--- src/design/psc_pkg.sv ---
// Package for the strap configuration latch: register map, strap pin indices,
// pull defaults, interface mode codes and timing.
// Assumes a 100 MHz APB clock and an active-low asynchronous chip reset.
package psc_pkg;

    // Register byte offsets on APB.
    localparam logic [7:0] PSC_REG_CTRL = 8'h00;
    localparam logic [7:0] PSC_REG_ADV  = 8'h04;
    localparam logic [7:0] PSC_REG_STAT = 8'h08;

    // Control register field positions.
    localparam int PSC_CTRL_DUPLEX_BIT  = 8;
    localparam int PSC_CTRL_ISOLATE_BIT = 10;
    localparam int PSC_CTRL_ANEG_BIT    = 12;
    localparam int PSC_CTRL_SPEED_BIT   = 13;

    // Advertisement register fields.
    localparam int PSC_ADV_CAP_LSB = 5;
    localparam int PSC_ADV_CAP_W   = 4;
    localparam int PSC_ADV_SEL_W   = 5;
    localparam logic [4:0] PSC_ADV_SELECTOR = 5'h01;
    localparam logic [3:0] PSC_ADV_CAP_100  = 4'hF;
    localparam logic [3:0] PSC_ADV_CAP_10   = 4'h3;

    // Status register field positions.
    localparam int PSC_STAT_ADDR_LSB  = 0;
    localparam int PSC_STAT_MODE_LSB  = 8;
    localparam int PSC_STAT_RSVD_BIT  = 11;
    localparam int PSC_STAT_FIBER_BIT = 12;
    localparam int PSC_STAT_FEF_BIT   = 13;
    localparam int PSC_STAT_DONE_BIT  = 15;

    // Strap pin indices within the strap pin vector.
    localparam int PSC_NUM_STRAPS  = 10;
    localparam int PSC_PIN_ADDR0   = 0;
    localparam int PSC_PIN_ADDR1   = 1;
    localparam int PSC_PIN_ADDR2   = 2;
    localparam int PSC_PIN_IFSEL0  = 3;
    localparam int PSC_PIN_IFSEL1  = 4;
    localparam int PSC_PIN_IFSEL2  = 5;
    localparam int PSC_PIN_ISOLATE = 6;
    localparam int PSC_PIN_RATE    = 7;
    localparam int PSC_PIN_DUPLEX  = 8;
    localparam int PSC_PIN_ANEG    = 9;
    localparam int PSC_SYNC_W      = 11;
    localparam int PSC_SYNC_FIBER  = 10;

    // Pull defaults of the strap pins and the fiber select.
    localparam logic [2:0] PSC_DEF_ADDR_LOW = 3'h1;
    localparam logic [1:0] PSC_ADDR_HIGH    = 2'h0;
    localparam logic [2:0] PSC_DEF_IFSEL    = 3'h0;
    localparam logic       PSC_DEF_ISOLATE  = 1'b0;
    localparam logic       PSC_DEF_SPEED    = 1'b1;
    localparam logic       PSC_DEF_HALF     = 1'b1;
    localparam logic       PSC_DEF_ANEG     = 1'b1;
    localparam logic       PSC_DEF_FEF      = 1'b1;
    localparam logic       PSC_DEF_FIBER    = 1'b0;

    // Interface select codes.
    typedef enum logic [2:0] {
        PSC_IF_MII      = 3'h0,
        PSC_IF_RMII     = 3'h1,
        PSC_IF_SMII     = 3'h2,
        PSC_IF_RSVD3    = 3'h3,
        PSC_IF_MII_PRE  = 3'h4,
        PSC_IF_RMII_B2B = 3'h5,
        PSC_IF_MII_B2B  = 3'h6,
        PSC_IF_RSVD7    = 3'h7
    } psc_if_mode_t;

    // Synchroniser depth and the time the strap levels must stay steady.
    localparam int PSC_SYNC_STAGES  = 3;
    localparam int PSC_CLK_PERIOD_NS = 10;
    localparam int PSC_SETTLE_NS    = 40;
    localparam int PSC_SETTLE_CYC   = (PSC_SETTLE_NS + PSC_CLK_PERIOD_NS - 1) / PSC_CLK_PERIOD_NS;
    localparam int PSC_CNT_W        = 4;

endpackage : psc_pkg

--- src/design/psc_sync_if.sv ---
// Carries synchronised strap levels from the synchroniser to the latch core.
// Assumes both ends run on the same clock.
`timescale 1ns/1ps
`default_nettype none
interface psc_sync_if #(parameter int W = 11);
    logic [W-1:0] level;
    logic         agree;
    modport src (output level, output agree);
    modport dst (input level, input agree);
endinterface : psc_sync_if
`default_nettype wire

--- src/design/psc_strap_latch.sv ---
// Strap configuration latch: samples the strap pins after reset release, turns
// them into control settings and frees the pins for their normal output use.
// Assumes APB master on pclk; func_pin_data comes from the receive datapath.
//
// Register access over APB and the register offsets were chosen for this implementation.
`timescale 1ns/1ps
`default_nettype none

// Notes on behaviour
// - The three station address straps are captured after reset, giving an address from 0 to 7.
// - With the straps at their pull defaults the captured management address is 00001.
// - Address bits 4 and 3 are always zero and only bits 2 to 0 come from straps.
// - The interface select strap is captured, 000 is MII and default, 001 RMII, 010 SMII.
// - Code 100 is MII with preamble restore, 101 RMII back-to-back, 110 MII back-to-back, 011 and 111 reserved.
// - The isolate strap goes to control bit 10, high isolates and low is the default.
// - The rate strap goes to control bit 13, high is 100 Mbps and the default, low is 10 Mbps.
// - The rate strap also sets the speed capability bits of the advertisement register.
// - In fiber mode the rate strap instead captures far-end-fault enable, high and default enabling it.
// - The duplex strap goes to control bit 8, high is half duplex and default, low full duplex.
// - The auto-negotiation strap goes to control bit 12, high enables it and is the default.
// - In fiber mode auto-negotiation is forced off whatever the strap says.
// - Strap pins are inputs during reset and become normal outputs once the straps have been captured.
// - A low fiber select, the default, keeps the device in copper mode.
module psc_strap_latch
    import psc_pkg::*;
#(
    parameter int SETTLE_CYC = PSC_SETTLE_CYC
) (
    // Clock and reset
    input  wire logic        pclk,
    input  wire logic        presetn,
    // APB slave
    input  wire logic        psel,
    input  wire logic        penable,
    input  wire logic        pwrite,
    input  wire logic [7:0]  paddr,
    input  wire logic [31:0] pwdata,
    output var  logic [31:0] prdata,
    output var  logic        pready,
    output var  logic        pslverr,
    // Strap pins, shared with receive outputs
    input  wire logic [PSC_NUM_STRAPS-1:0] strap_in,
    output var  logic [PSC_NUM_STRAPS-1:0] strap_out,
    output var  logic [PSC_NUM_STRAPS-1:0] strap_oe,
    input  wire logic [PSC_NUM_STRAPS-1:0] func_pin_data,
    // Fiber select input
    input  wire logic        fiber_select,
    // Captured configuration
    output var  logic [4:0]  mgmt_addr,
    output var  logic [2:0]  if_mode,
    output var  logic        if_rmii,
    output var  logic        if_smii,
    output var  logic        back_to_back,
    output var  logic        preamble_restore,
    output var  logic        if_mode_reserved,
    output var  logic        fiber_mode,
    output var  logic        far_end_fault,
    output var  logic        isolate,
    output var  logic        speed_100,
    output var  logic        half_duplex,
    output var  logic        autoneg_enable,
    output var  logic [3:0]  adv_speed_cap,
    output var  logic        config_valid
);

    typedef enum logic [1:0] {
        PSC_ST_FILL   = 2'b00,
        PSC_ST_SETTLE = 2'b01,
        PSC_ST_DONE   = 2'b10
    } psc_state_t;

    psc_state_t           state;
    logic [PSC_CNT_W-1:0] count;
    logic                 capture;
    logic                 fiber_now;
    logic                 wr_ctrl;
    logic                 wr_adv;
    logic [31:0]          next_prdata;
    logic                 next_pslverr;

    psc_sync_if #(.W(PSC_SYNC_W)) sync_bus ();

    psc_strap_sync #(.W(PSC_SYNC_W)) u_sync (
        .pclk      (pclk),
        .presetn   (presetn),
        .pin_level ({fiber_select, strap_in}),
        .sync      (sync_bus.src)
    );

    // Interface mode classification, used for the decoded outputs.
    function automatic logic [4:0] psc_decode_mode(input logic [2:0] code);
        logic rmii;
        logic smii;
        logic b2b;
        logic pre;
        logic rsvd;
        rmii = 1'b0;
        smii = 1'b0;
        b2b  = 1'b0;
        pre  = 1'b0;
        rsvd = 1'b0;
        unique case (psc_if_mode_t'(code))
            PSC_IF_MII:      rmii = 1'b0;
            PSC_IF_RMII:     rmii = 1'b1;
            PSC_IF_SMII:     smii = 1'b1;
            PSC_IF_MII_PRE:  pre  = 1'b1;
            PSC_IF_RMII_B2B: begin
                rmii = 1'b1;
                b2b  = 1'b1;
            end
            PSC_IF_MII_B2B:  b2b  = 1'b1;
            PSC_IF_RSVD3,
            PSC_IF_RSVD7:    rsvd = 1'b1;
        endcase
        return {rsvd, pre, b2b, smii, rmii};
    endfunction : psc_decode_mode

    // Advertised speed capability follows the captured speed; a written control speed does not change it.
    function automatic logic [3:0] psc_adv_cap(input logic fast);
        return fast ? PSC_ADV_CAP_100 : PSC_ADV_CAP_10;
    endfunction : psc_adv_cap

    // Capture waits for the synchroniser to fill, then for the levels to hold
    // steady, so a pin still moving after reset release is not caught mid-edge.
    always_ff @(posedge pclk or negedge presetn) begin
        if (!presetn) begin
            state <= PSC_ST_FILL;
            count <= '0;
        end else begin
            unique case (state)
                PSC_ST_FILL: begin
                    if (count == PSC_CNT_W'(PSC_SYNC_STAGES - 1)) begin
                        state <= PSC_ST_SETTLE;
                        count <= '0;
                    end else begin
                        count <= count + 1'b1;
                    end
                end
                PSC_ST_SETTLE: begin
                    if (!sync_bus.agree) begin
                        count <= '0;
                    end else if (count == PSC_CNT_W'(SETTLE_CYC - 1)) begin
                        state <= PSC_ST_DONE;
                    end else begin
                        count <= count + 1'b1;
                    end
                end
                PSC_ST_DONE: count <= count;
                default: begin
                    state <= PSC_ST_FILL;
                    count <= '0;
                end
            endcase
        end
    end

    assign capture   = (state == PSC_ST_SETTLE) && sync_bus.agree &&
                       (count == PSC_CNT_W'(SETTLE_CYC - 1));
    assign fiber_now = sync_bus.level[PSC_SYNC_FIBER];

    // Pins stay undriven until the straps are taken; only then the receive
    // data path owns them. The pulls or external strap resistors set the levels meanwhile.
    always_ff @(posedge pclk or negedge presetn) begin
        if (!presetn) begin
            strap_oe     <= '0;
            strap_out    <= '0;
            config_valid <= 1'b0;
        end else begin
            strap_oe     <= (capture || config_valid) ? '1 : '0;
            strap_out    <= func_pin_data;
            config_valid <= config_valid | capture;
        end
    end

    // Straps fixed for the whole run: address, interface mode, fiber, far-end fault.
    always_ff @(posedge pclk or negedge presetn) begin
        if (!presetn) begin
            mgmt_addr        <= {PSC_ADDR_HIGH, PSC_DEF_ADDR_LOW};
            if_mode          <= PSC_DEF_IFSEL;
            {if_mode_reserved, preamble_restore, back_to_back, if_smii, if_rmii} <= '0;
            fiber_mode       <= PSC_DEF_FIBER;
            far_end_fault    <= 1'b0;
        end else if (capture) begin
            mgmt_addr <= {PSC_ADDR_HIGH,
                          sync_bus.level[PSC_PIN_ADDR2],
                          sync_bus.level[PSC_PIN_ADDR1],
                          sync_bus.level[PSC_PIN_ADDR0]};
            if_mode <= sync_bus.level[PSC_PIN_IFSEL2:PSC_PIN_IFSEL0];
            {if_mode_reserved, preamble_restore, back_to_back, if_smii, if_rmii} <=
                psc_decode_mode(sync_bus.level[PSC_PIN_IFSEL2:PSC_PIN_IFSEL0]);
            fiber_mode    <= fiber_now;
            far_end_fault <= fiber_now & sync_bus.level[PSC_PIN_RATE];
        end
    end

    // APB write strobes take effect only at the access edge.
    assign wr_ctrl = psel && penable && pready && pwrite && (paddr == PSC_REG_CTRL) && config_valid;
    assign wr_adv  = psel && penable && pready && pwrite && (paddr == PSC_REG_ADV) && config_valid;

    // Control bits: loaded from straps once, then software may change them.
    always_ff @(posedge pclk or negedge presetn) begin
        if (!presetn) begin
            isolate        <= PSC_DEF_ISOLATE;
            speed_100      <= PSC_DEF_SPEED;
            half_duplex    <= PSC_DEF_HALF;
            autoneg_enable <= PSC_DEF_ANEG;
        end else if (capture) begin
            isolate     <= sync_bus.level[PSC_PIN_ISOLATE];
            // Fiber runs only at 100 Mbps, so the rate pin is not a speed there.
            speed_100   <= fiber_now | sync_bus.level[PSC_PIN_RATE];
            half_duplex <= sync_bus.level[PSC_PIN_DUPLEX];
            autoneg_enable <= ~fiber_now & sync_bus.level[PSC_PIN_ANEG];
        end else if (wr_ctrl) begin
            isolate        <= pwdata[PSC_CTRL_ISOLATE_BIT];
            speed_100      <= fiber_mode | pwdata[PSC_CTRL_SPEED_BIT];
            half_duplex    <= pwdata[PSC_CTRL_DUPLEX_BIT];
            autoneg_enable <= ~fiber_mode & pwdata[PSC_CTRL_ANEG_BIT];
        end
    end

    // Advertised speed capability.
    always_ff @(posedge pclk or negedge presetn) begin
        if (!presetn) begin
            adv_speed_cap <= PSC_ADV_CAP_100;
        end else if (capture) begin
            adv_speed_cap <= psc_adv_cap(fiber_now | sync_bus.level[PSC_PIN_RATE]);
        end else if (wr_adv) begin
            adv_speed_cap <= pwdata[PSC_ADV_CAP_LSB +: PSC_ADV_CAP_W];
        end
    end

    // Read data is prepared in the setup cycle and answered in the first access cycle.
    always_comb begin
        next_prdata  = '0;
        next_pslverr = 1'b0;
        unique case (paddr)
            PSC_REG_CTRL: begin
                next_prdata[PSC_CTRL_DUPLEX_BIT]  = half_duplex;
                next_prdata[PSC_CTRL_ISOLATE_BIT] = isolate;
                next_prdata[PSC_CTRL_ANEG_BIT]    = autoneg_enable;
                next_prdata[PSC_CTRL_SPEED_BIT]   = speed_100;
            end
            PSC_REG_ADV: begin
                next_prdata[PSC_ADV_SEL_W-1:0] = PSC_ADV_SELECTOR;
                next_prdata[PSC_ADV_CAP_LSB +: PSC_ADV_CAP_W] = adv_speed_cap;
            end
            PSC_REG_STAT: begin
                next_prdata[PSC_STAT_ADDR_LSB +: 5] = mgmt_addr;
                next_prdata[PSC_STAT_MODE_LSB +: 3] = if_mode;
                next_prdata[PSC_STAT_RSVD_BIT]      = if_mode_reserved;
                next_prdata[PSC_STAT_FIBER_BIT]     = fiber_mode;
                next_prdata[PSC_STAT_FEF_BIT]       = far_end_fault;
                next_prdata[PSC_STAT_DONE_BIT]      = config_valid;
            end
            default: next_pslverr = 1'b1;
        endcase
        if (pwrite && paddr == PSC_REG_STAT) begin
            next_pslverr = 1'b1;
        end
    end

    always_ff @(posedge pclk or negedge presetn) begin
        if (!presetn) begin
            pready  <= 1'b0;
            prdata  <= '0;
            pslverr <= 1'b0;
        end else if (psel && !penable) begin
            pready  <= 1'b1;
            prdata  <= pwrite ? '0 : next_prdata;
            pslverr <= next_pslverr;
        end else begin
            pready  <= 1'b0;
            prdata  <= '0;
            pslverr <= 1'b0;
        end
    end

endmodule : psc_strap_latch
`default_nettype wire

--- src/design/psc_strap_sync.sv ---
// Three-stage synchroniser for the strap pins and the fiber select input.
// Assumes the pins are asynchronous to pclk; reports when stages two and three agree.
`timescale 1ns/1ps
`default_nettype none
module psc_strap_sync
    import psc_pkg::*;
#(
    parameter int W = PSC_SYNC_W
) (
    // Clock and reset
    input  wire logic   pclk,
    input  wire logic   presetn,
    // Raw pin levels
    input  wire logic [W-1:0] pin_level,
    // Synchronised levels
    psc_sync_if.src     sync
);

    logic [W-1:0] stage1;
    logic [W-1:0] stage2;
    logic [W-1:0] stage3;

    genvar g;
    generate
        for (g = 0; g < W; g++) begin : g_bit
            always_ff @(posedge pclk or negedge presetn) begin
                if (!presetn) begin
                    stage1[g] <= 1'b0;
                    stage2[g] <= 1'b0;
                    stage3[g] <= 1'b0;
                end else begin
                    stage1[g] <= pin_level[g];
                    stage2[g] <= stage1[g];
                    stage3[g] <= stage2[g];
                end
            end
        end
    endgenerate

    assign sync.level = stage3;
    assign sync.agree = (stage2 == stage3);

endmodule : psc_strap_sync
`default_nettype wire

--- config.mk ---
export PLATFORM = sky130hd
export DESIGN_NAME = psc_strap_latch
export DESIGN_NICKNAME = d
export VERILOG_FILES = /design/src/design/psc_pkg.sv /design/src/design/psc_sync_if.sv /design/src/design/psc_strap_latch.sv /design/src/design/psc_strap_sync.sv
export SDC_FILE = /design/constraint.sdc
export NUM_CORES = 1
export LEC_CHECK = 0
export BUFFER_PORTS_ARGS = -buffer_cell sky130_fd_sc_hd__buf_2
export CORE_AREA = 2 2 93 95
export DETAILED_ROUTE_END_ITERATION = 10
export DIE_AREA = 0 0 95 97
export PLACE_DENSITY = 0.73
export SETUP_SLACK_MARGIN = 0.5
export SLEW_MARGIN = 20
export SYNTH_ARGS = -nofsm -noshare
export SYNTH_HDL_FRONTEND = slang
export SYNTH_SLANG_ARGS = --single-unit
--- constraint.sdc ---
create_clock -name pclk -period 2.3 [get_ports pclk]
set_clock_uncertainty 0.1 [all_clocks]
set_input_delay 0.115 -clock pclk [delete_from_list [all_inputs] [get_ports pclk]]
set_output_delay 0.115 -clock pclk [all_outputs]
set_load 0.01 [all_outputs]
; After elaboration in Yosys (flattened, before gate mapping)
; Index checks and enable logic that the tools add are counted.
[word_totals]
ff_bits = 115
inputBits = 66
elab_cells = 145
[op_classes]
n_addsub = 1
eq_ne = 18
muxes = 39
bitwise_logic = 9
n_reduce_logical = 23
[op_table]
columns = op, n
row1 = 16-bit two-way mux, 2
row2 = 4-bit two-way mux, 6
row3 = 1-bit two-way mux, 20
row4 = 3-bit == test (second input constant), 4
row5 = 4-bit one-hot mux with 3 select lines, 1
row6 = 11-bit == test, 1
row7 = 1-bit logical AND, 11
row8 = 10-bit two-way mux, 1
row9 = 4-bit by 2-bit == test with 1-bit output (second input constant), 2
row10 = 8-bit by 3-bit == test with 1-bit output (second input constant), 1
row11 = 8-bit by 4-bit == test with 1-bit output (second input constant), 1
row12 = 8-bit zero test, 1
row13 = 3-bit by 2-bit == test with 1-bit output (second input constant), 2
row14 = 2-bit two-way mux, 3
row15 = 2-bit one-hot mux with 3 select lines, 1
row16 = 3-bit one-hot mux with 2 select lines, 1
row17 = 2-bit OR reduction, 3
row18 = 4-bit by 1-bit adder with 4-bit output (second input constant), 1
row19 = 2-bit != test (second input constant), 2
row20 = 2-bit one-hot mux with 2 select lines, 1
row21 = 4-bit AND reduction, 1
row22 = 2-bit nonzero test, 2
row23 = 1-bit bitwise AND, 3
row24 = 3-bit by 1-bit == test with 1-bit output (second input constant), 1
row25 = 14 further kinds, 18

; Longest topological paths before layout
; Gate-level depths: netlist of the first run.
[logic_depth]
word_depth = 7
depth_mapped = 8
mapped_depth_nobuf = 6

; By module
; A second synthesis of the first run with hierarchy kept.
[hier_totals]
hier_cells = 268
area_unflattened_um2 = 3352.0
[modules_own_cells]
columns = module, n_inst, cells_each, area_each_um2, seq_area_each_um2
row1 = psc_strap_latch, 1, 220, 2402.3, 1336.3
row2 = psc_strap_sync, 1, 48, 949.7, 825.8

; Worst setup path after synthesis of the first run
; OpenSTA, ideal clock, no wires.
[synth_timing]
path_type = register to register
from = register count[1]
to = register adv_speed_cap[2]
arrival_ps = 2030
required_time_ps = 2109
path_slack_ps = 79
path_stages_with_launch = 9
synth_period_minus_slack_ps = 2221
cell_sequence = dfrtp_1 -> ha_1 -> nor3b_1 -> nand2b_1 -> or4_1 -> buf_2 -> buf_2 -> nor3_1 -> a21oi_1
[synth_via]
elab_chain_len = 3
elab_cells_between_ends = 4
cone_classes = eq/ne (1) / mux (1) / reduce/logical (2)
[synth_rtl]
columns = item, line_no
row1 = "start, declared", psc_strap_latch.sv:73  ; logic [PSC_CNT_W-1:0] count;
row2 = "start signal, assigned", psc_strap_latch.sv:136  ; count <= count + 1'b1;
row3 = "start signal, assigned", psc_strap_latch.sv:145  ; count <= count + 1'b1;
row4 = "start signal, assigned", psc_strap_latch.sv:148  ; PSC_ST_DONE: count <= count;
row5 = 4-bit by 2-bit == test with 1-bit output *, psc_strap_latch.sv:158  ; (count == PSC_CNT_W'(SETTLE_CYC - 1));
row6 = 1-bit logical AND *, psc_strap_latch.sv:157  ; assign capture = (state == PSC_ST_SETTLE) && sync_bus.agree &&
row7 = 4-bit two-way mux / 2-bit nonzero test (equally long branches), n/a
row8 = "end signal, assigned", psc_strap_latch.sv:226  ; adv_speed_cap <= psc_adv_cap(fiber_now | sync_bus.level[PSC_PIN_RATE]);
row9 = "end signal, assigned", psc_strap_latch.sv:228  ; adv_speed_cap <= pwdata[PSC_ADV_CAP_LSB +: PSC_ADV_CAP_W];
row10 = "end, declared", psc_strap_latch.sv:62  ; output var logic [3:0] adv_speed_cap,
; Mark *: on every way between the ends. The rest lies on a longest branch, timed or not.
; A chain may end at the register's enable or synchronous reset.

; Worst setup path in the final report of the first run
[layout_timing]
from = register u_sync.stage2[7]
to = register if_rmii
[layout_via]
elab_chain_len = 3
[layout_rtl]
columns = item, line_no
row1 = "start, declared", psc_strap_sync.sv:20  ; logic [W-1:0] stage2;
row2 = "start signal, assigned by index", psc_strap_sync.sv:33  ; stage2[g] <= stage1[g];
row3 = 11-bit == test, psc_strap_sync.sv:41  ; assign sync.agree = (stage2 == stage3);
row4 = 1-bit logical AND (2 in a row), psc_strap_latch.sv:157
row5 = "end signal, assigned", psc_strap_latch.sv:189  ; {if_mode_reserved, preamble_restore, back_to_back, if_smii, if_rmii} <=
row6 = "end, declared", psc_strap_latch.sv:51  ; output var logic if_rmii,
; No other way between the ends.

==> results of run 1 <==
[metal layers]
| metal | global-route usage | wire, um | share of wire |
|---|---|---|---|
| met2 | 0.2510 | 3357 | 0.50 |
| met4 | 0.05017 | 99 | 0.015 |
| met5 | 0 | 0 | 0 |
| met1 | 0.1748 | 2814 | 0.42 |
| met3 | 0.05296 | 453 | 0.067 |
[where the power goes]
part / switching, mW / leakage [nW] / internal (mW) / total [mW]
registers: 0.0263 / 1.05 / 1.55 / 1.58
clock network: 0.556 / 0.0980 / 0.516 / 1.07
logic: 0.109 / 1.14 / 0.111 / 0.220
[cells by family after synthesis]
group	after synthesis	share of synthesized area
fa+ha+maj	2	0.007515
xor+xnor	12	0.03157
buf+inv	41	0.08192
mux	22	0.06915
other cells	1	0.001126
compound gates	23	0.04059
flops	86	0.6494
simple gates	70	0.1188
[path summary, 6_finish.rpt]
kind                                             from                         end  slack (ns)  cells after the start
max reg2reg                u_sync.stage2[7]$_DFF_PN0_         if_rmii$_DFFE_PN0P_        0.29                      5
min                                        pwdata[13]       speed_100$_DFFE_PN1P_        0.06                      4
max in group asynchronous                     presetn    mgmt_addr[0]$_DFFE_PN1P_        1.28                      3
min in group asynchronous                     presetn        prdata[13]$_DFF_PN0_        0.15                      2
max                        u_sync.stage2[7]$_DFF_PN0_         if_rmii$_DFFE_PN0P_        0.29                      5
min reg2reg                u_sync.stage1[9]$_DFF_PN0_  u_sync.stage2[9]$_DFF_PN0_        0.25                      0
[metrics by stage]
step,util,cells
after floorplan,-,277
after global placement,0.4732,448
after detailed placement,0.4732,448
after CTS,0.5579,504
after global routing,0.5704,510
final,0.5704,510
[sequential cells by signal, summed over array words and instances (netlist names), 2 cells and up]
register and flops:
u_sync.stage1 11, state 2, u_sync.stage2 11, adv_speed_cap 4, prdata 13, mgmt_addr 3, strap_out 10, count 4
if_mode 3, u_sync.sync.level 11
[critical path, cell delays in order, from the launching register on]
cell and delay (ns):
dfrtp_1 0.42, xnor2_2 0.22, nand4_1 0.14, or4_4 0.58, buf_8 0.17, mux2_2 0.26
[cell type report]
type | instances | share of cell area
flip-flops and latches | 86 | 0.4676
multi-input cells | 150 | 0.2427
repair buffers | 148 | 0.2128
well taps | 105 | 0.02832
clock buffers | 9 | 0.02670
clock inverters | 7 | 0.01780
inverters | 5 | 0.004045
[cell usage in the layout (no fill, tap or decap), types with 9 or more instances in the layout]
cell type / instances
buf_2: 96
dfrtp_1: 72
dlygate4sd3_1: 34
conb_1: 21
mux2i_1: 14
buf_4: 14
nor2_1: 10
nand2_1: 10
xnor2_2: 9
clkbuf_8: 9
[timing repair]
item                                    CTS  global route
pin swaps                                 2             6
setup buffers                             6             6
hold buffers                             34             0
endpoints found under the hold margin    69             0
resized for setup                        21            12
endpoints found under the setup margin   24            29
==> reports/metrics.yaml, run 1 <==
clk_pin_slew_ns: 0.09
pin_count: 144
cp-start-kind: "flip-flop"
synth-seq-cells: 86
drt-initial-drc-count: 107
yosysUniqueCellTypes: 34
h-tree-depth: 3
first_pass_iters: 6
synth-edff-count: 0
synthCells: 257
die_h_um: 97
clock_latency_ns: 0.35
grt_pass1_wl_um: 10510
multiInputGateArea_um2: 1126
crit_fanout: 8
power_per_cell_area_nw_per_um2: 618.6
whs_ns: 0.06286
placed_area_um2: 3849
synth_top_cell_by_area: "dfrtp_1"
finish.instance_area_um2: 4639
clkSinkCount: 86
die_w_um: 95
synth.area.top_cells: "dfrtp_1 59%, buf_4 7.0%, dfstp_2 6.3%"
syn_to_final_growth_pct: 39.35
hold_violations: 0
async_reset_ff_frac: 1.000
antenna_found_initial: 0
cts_tree: "done"
wl_per_cell_um: 13.19
place_ws_ns: 0.1688
yosysTopAreaCellShare: 0.5862
worstSetupPathType: "flip-flop to flip-flop"
drv_cap: 0
rsz0062_at_grt: "true"
setup_slack_ns: 0.2908
cts_made_buffers: 9
grt_pass1_vias: 2298
start_util: 0.4093
postSynthAreaPerCell_um2: 12.96
rows: 33
clock_path_buffers: 2
setup.worst_path.end_class: "flip-flop"
fin_crit_ns: 2.009
fin_nets: 468
vias: 2316
numPortBuffers: 97
peakVddDrop_mv: 0.5625
grt_usage: 0.1490
ff_latch_area_um2: 2170
synth_flop_cell: "dfrtp_1"
p_leak_nw: 2.291
design_power_total_mw: 2.870
drive_gt1_frac: 0.4420
routed_wl_um: 6725
fin_tns_setup_ns: 0
slew_viol_final: 0
setup_viol: 0
fin_crit_sh: 0.8736
cts-root-buf: "clkbuf_8"
detail_route.drc_violations: 0
synth_common_cells: "78 x dfrtp_1, 31 x buf_4, 14 x mux2i_1"
fillers: 682
status: "completed"
place.gp.congestion: 0.8102
arrival_ns: 2.15
die-area_um2: 9215
syn_area_um2: 3329
ys.warnings.count: 0
overflow: 0
vias_per_cell: 4.541
hpwl_um: 4553
yosysSeqAreaShare: 0.6494
antenna_cells: 0
grt_max_degree: 52
yosysMostFrequentCell: "dfrtp_1"
worstPathRequired_ns: 2.45
core_um2: 8134
fmax_mhz: 497.7
hp-class: "primary input to flip-flop"
drtAntennaViolNets: 0
No activity file was read; power rests on OpenSTA's default activity.
==> inputs of run 2 (changes only) <==
--- a/config.mk
+++ b/config.mk
@@ -6,10 +6,10 @@
 export NUM_CORES = 1
 export LEC_CHECK = 0
 export BUFFER_PORTS_ARGS = -buffer_cell sky130_fd_sc_hd__buf_2
-export CORE_AREA = 2 2 93 95
+export CORE_AREA = 2 2 88 90
 export DETAILED_ROUTE_END_ITERATION = 10
-export DIE_AREA = 0 0 95 97
-export PLACE_DENSITY = 0.73
+export DIE_AREA = 0 0 90 92
+export PLACE_DENSITY = 0.77
 export SETUP_SLACK_MARGIN = 0.5
 export SLEW_MARGIN = 20
 export SYNTH_ARGS = -nofsm -noshare
==> constraint.sdc (replaced) <==
create_clock -name pclk -period 2.2 [get_ports pclk]
set_clock_uncertainty 0.1 [all_clocks]
set_input_delay 0.11 -clock pclk [delete_from_list [all_inputs] [get_ports pclk]]
set_output_delay 0.11 -clock pclk [all_outputs]
set_load 0.005 [all_outputs]
==> run 2 against run 1 <==
Net effect:
- combinational power grew 5%
- final cell count is the same
- worst setup slack lost 0.053 ns
- clock-buffer cell count grew 1
- hold slack lost 0.026 ns
- largest power group unchanged
- sequential share of layout area is essentially flat
- core utilization grew 5.2 points
==> reports/metrics.yaml, run 2 (synthesized netlist as in run 1, its figures left out) <==
die_w_um: 90
die_h_um: 92
grt_usage: 0.1677
worstPathRequired_ns: 2.33
cts_made_buffers: 9
cts-root-buf: "clkbuf_8"
fmax_mhz: 509.7
vias_per_cell: 4.561
crit_fanout: 8
detail_route.drc_violations: 0
h-tree-depth: 3
grt_max_degree: 70
start_util: 0.4471
slowest_delay_ns: 0.55
antenna_found_initial: 0
arrival_ns: 2.09
fin_crit_sh: 0.8918
place.gp.congestion: 0.8530
clock_latency_ns: 0.34
grt_use_met3: 0.05998
final_cell_mix: "96 x buf_2, 73 x dfrtp_1, 33 x dlygate4sd3_1, 21 x conb_1, 20 x buf_4"
clock_path_buffers: 2
use_met1: 0.1997
top_usage_layer: "met2"
hold_violations: 0
drv_cap: 0
first_pass_iters: 4
grt_pass1_vias: 2291
multiInputGateArea_um2: 1126
layout_commonest_cell: "buf_2"
peakVddDrop_mv: 0.5714
antenna_cells: 0
die-area_um2: 8280
top_register: "prdata"
rsz0062_at_grt: "true"
cp_slowest_cell: "or4_4"
setup_viol: 0
drtAntennaViolNets: 0
crit_family: "simple AND/OR/NAND/NOR gates"
clkSinkCount: 86
grt_pass1_wl_um: 10900
status: "completed"
path_cells: "xnor2_2 -> nand4_1 -> or4_4 -> buf_6 -> mux2_2"
slew_viol_final: 0
fin_crit_ns: 1.962
p_leak_nw: 2.310
fin_tns_setup_ns: 0
fin_nets: 472
fin_util: 0.6221
hp-class: "primary input to flip-flop"
cp-start-kind: "flip-flop"
largest_reg_flops: 13
tightest_slew_ns: 0.8313
overflow: 0
clk_pin_slew_ns: 0.08
pin_count: 144
ff_latch_area_um2: 2168
numPortBuffers: 97
setup.worst_path.end_class: "flip-flop"
core_um2: 7447
drive_gt1_frac: 0.4485
wl_per_cell_um: 13.47
grtUsageMet2: 0.2838
hpwl_um: 4375
vias: 2326
cts_tree: "done"
power_per_cell_area_nw_per_um2: 637.6
rows: 32
syn_to_final_growth_pct: 39.16
fillers: 598
worstSetupPathType: "flip-flop to flip-flop"
crit_buf_inv: 1
routed_wl_um: 6870
drt-initial-drc-count: 74
maxSlewHeadroom: 0.4458
==> run 2: cell types whose count changed in the layout (fill, tap and decap cells not counted), moves of 2 or more <==
cell	before	now
xnor2_2	9	11
buf_8	2	0
buf_4	14	20
nand2_1	10	12
xnor2_1	3	1
buf_6	1	3
==> run 2: path summary, 6_finish.rpt <==
| kind | from | to | slack [ns] | cells past startpoint |
|---|---|---|---|---|
| worst max-delay path | u_sync.sync.level[7]$_DFF_PN0_ | mgmt_addr[1]$_DFFE_PN0P_ | 0.24 | 5 |
| worst min register to register | u_sync.stage1[9]$_DFF_PN0_ | u_sync.stage2[9]$_DFF_PN0_ | 0.25 | 0 |
| min in group asynchronous | presetn | prdata[13]$_DFF_PN0_ | 0.28 | 2 |
| worst min-delay path | paddr[3] | prdata[0]$_DFF_PN0_ | 0.04 | 3 |
| worst max register to register | u_sync.sync.level[7]$_DFF_PN0_ | mgmt_addr[1]$_DFFE_PN0P_ | 0.24 | 5 |
| max in group asynchronous | presetn | mgmt_addr[1]$_DFFE_PN0P_ | 0.99 | 3 |
==> run 2: layout make-up <==
cell class,count,share of cell area
timing repair buffer,152,0.2147
inverter,5,0.004051
clock inverter,5,0.01296
multi-input combinational,150,0.2430
sequential,86,0.4680
clock buffer,10,0.02971
tap,102,0.02755
==> run 2: repair_timing <==
action | CTS | global route
hold buffers | 33 | 0
setup endpoints to repair | 27 | 32
hold endpoints to repair | 93 | 0
buffers inserted | 10 | 5
pin swaps | 7 | 7
cloned | 0 | 0
resized for setup | 24 | 5
==> run 2: worst reg2reg max path, delay by kind of cell, from the launching register on <==
| family | cells | cell delay, ns |
|---|---|---|
| buffers and inverters | 1 | 0.16 |
| muxes | 1 | 0.27 |
| and+or+nand+nor | 2 | 0.67 |
| DFF | 1 | 0.43 |
| xor gates and xnor gates | 1 | 0.21 |
==> run 2: through the flow <==
| stage | hold slack, ns | total power [mW] | area, um2 | std cells | setup slack [ns] |
|---|---|---|---|---|---|
| after floorplan | -0.2856 | 1.757 | 3447 | 277 | 0.3099 |
| after global routing | 0.03808 | 3.080 | 4633 | 510 | 0.2000 |
| final | 0.03673 | 2.954 | 4633 | 510 | 0.2381 |
| after detailed placement | 0.1193 | 1.828 | 3849 | 447 | 0.09317 |
| after CTS | 0.01912 | 2.973 | 4566 | 505 | 0.2587 |
| after global placement | 0.1181 | 1.822 | 3849 | 447 | 0.1285 |
==> run 2: routing by layer <==
layer / wire length (um) / share of wire / vias to the layer above
li1: - / - / 1106
met3: 432 / 0.063 / 10
met4: 109 / 0.016 / 0
met5: 0 / 0 / -
met2: 3520 / 0.51 / 100
met1: 2807 / 0.41 / 1110
==> run 2: power breakdown <==
part           internal [mW]  switching, mW
combinational          0.123          0.108
clock                  0.551          0.523
sequential              1.62         0.0276
total                   2.30          0.658
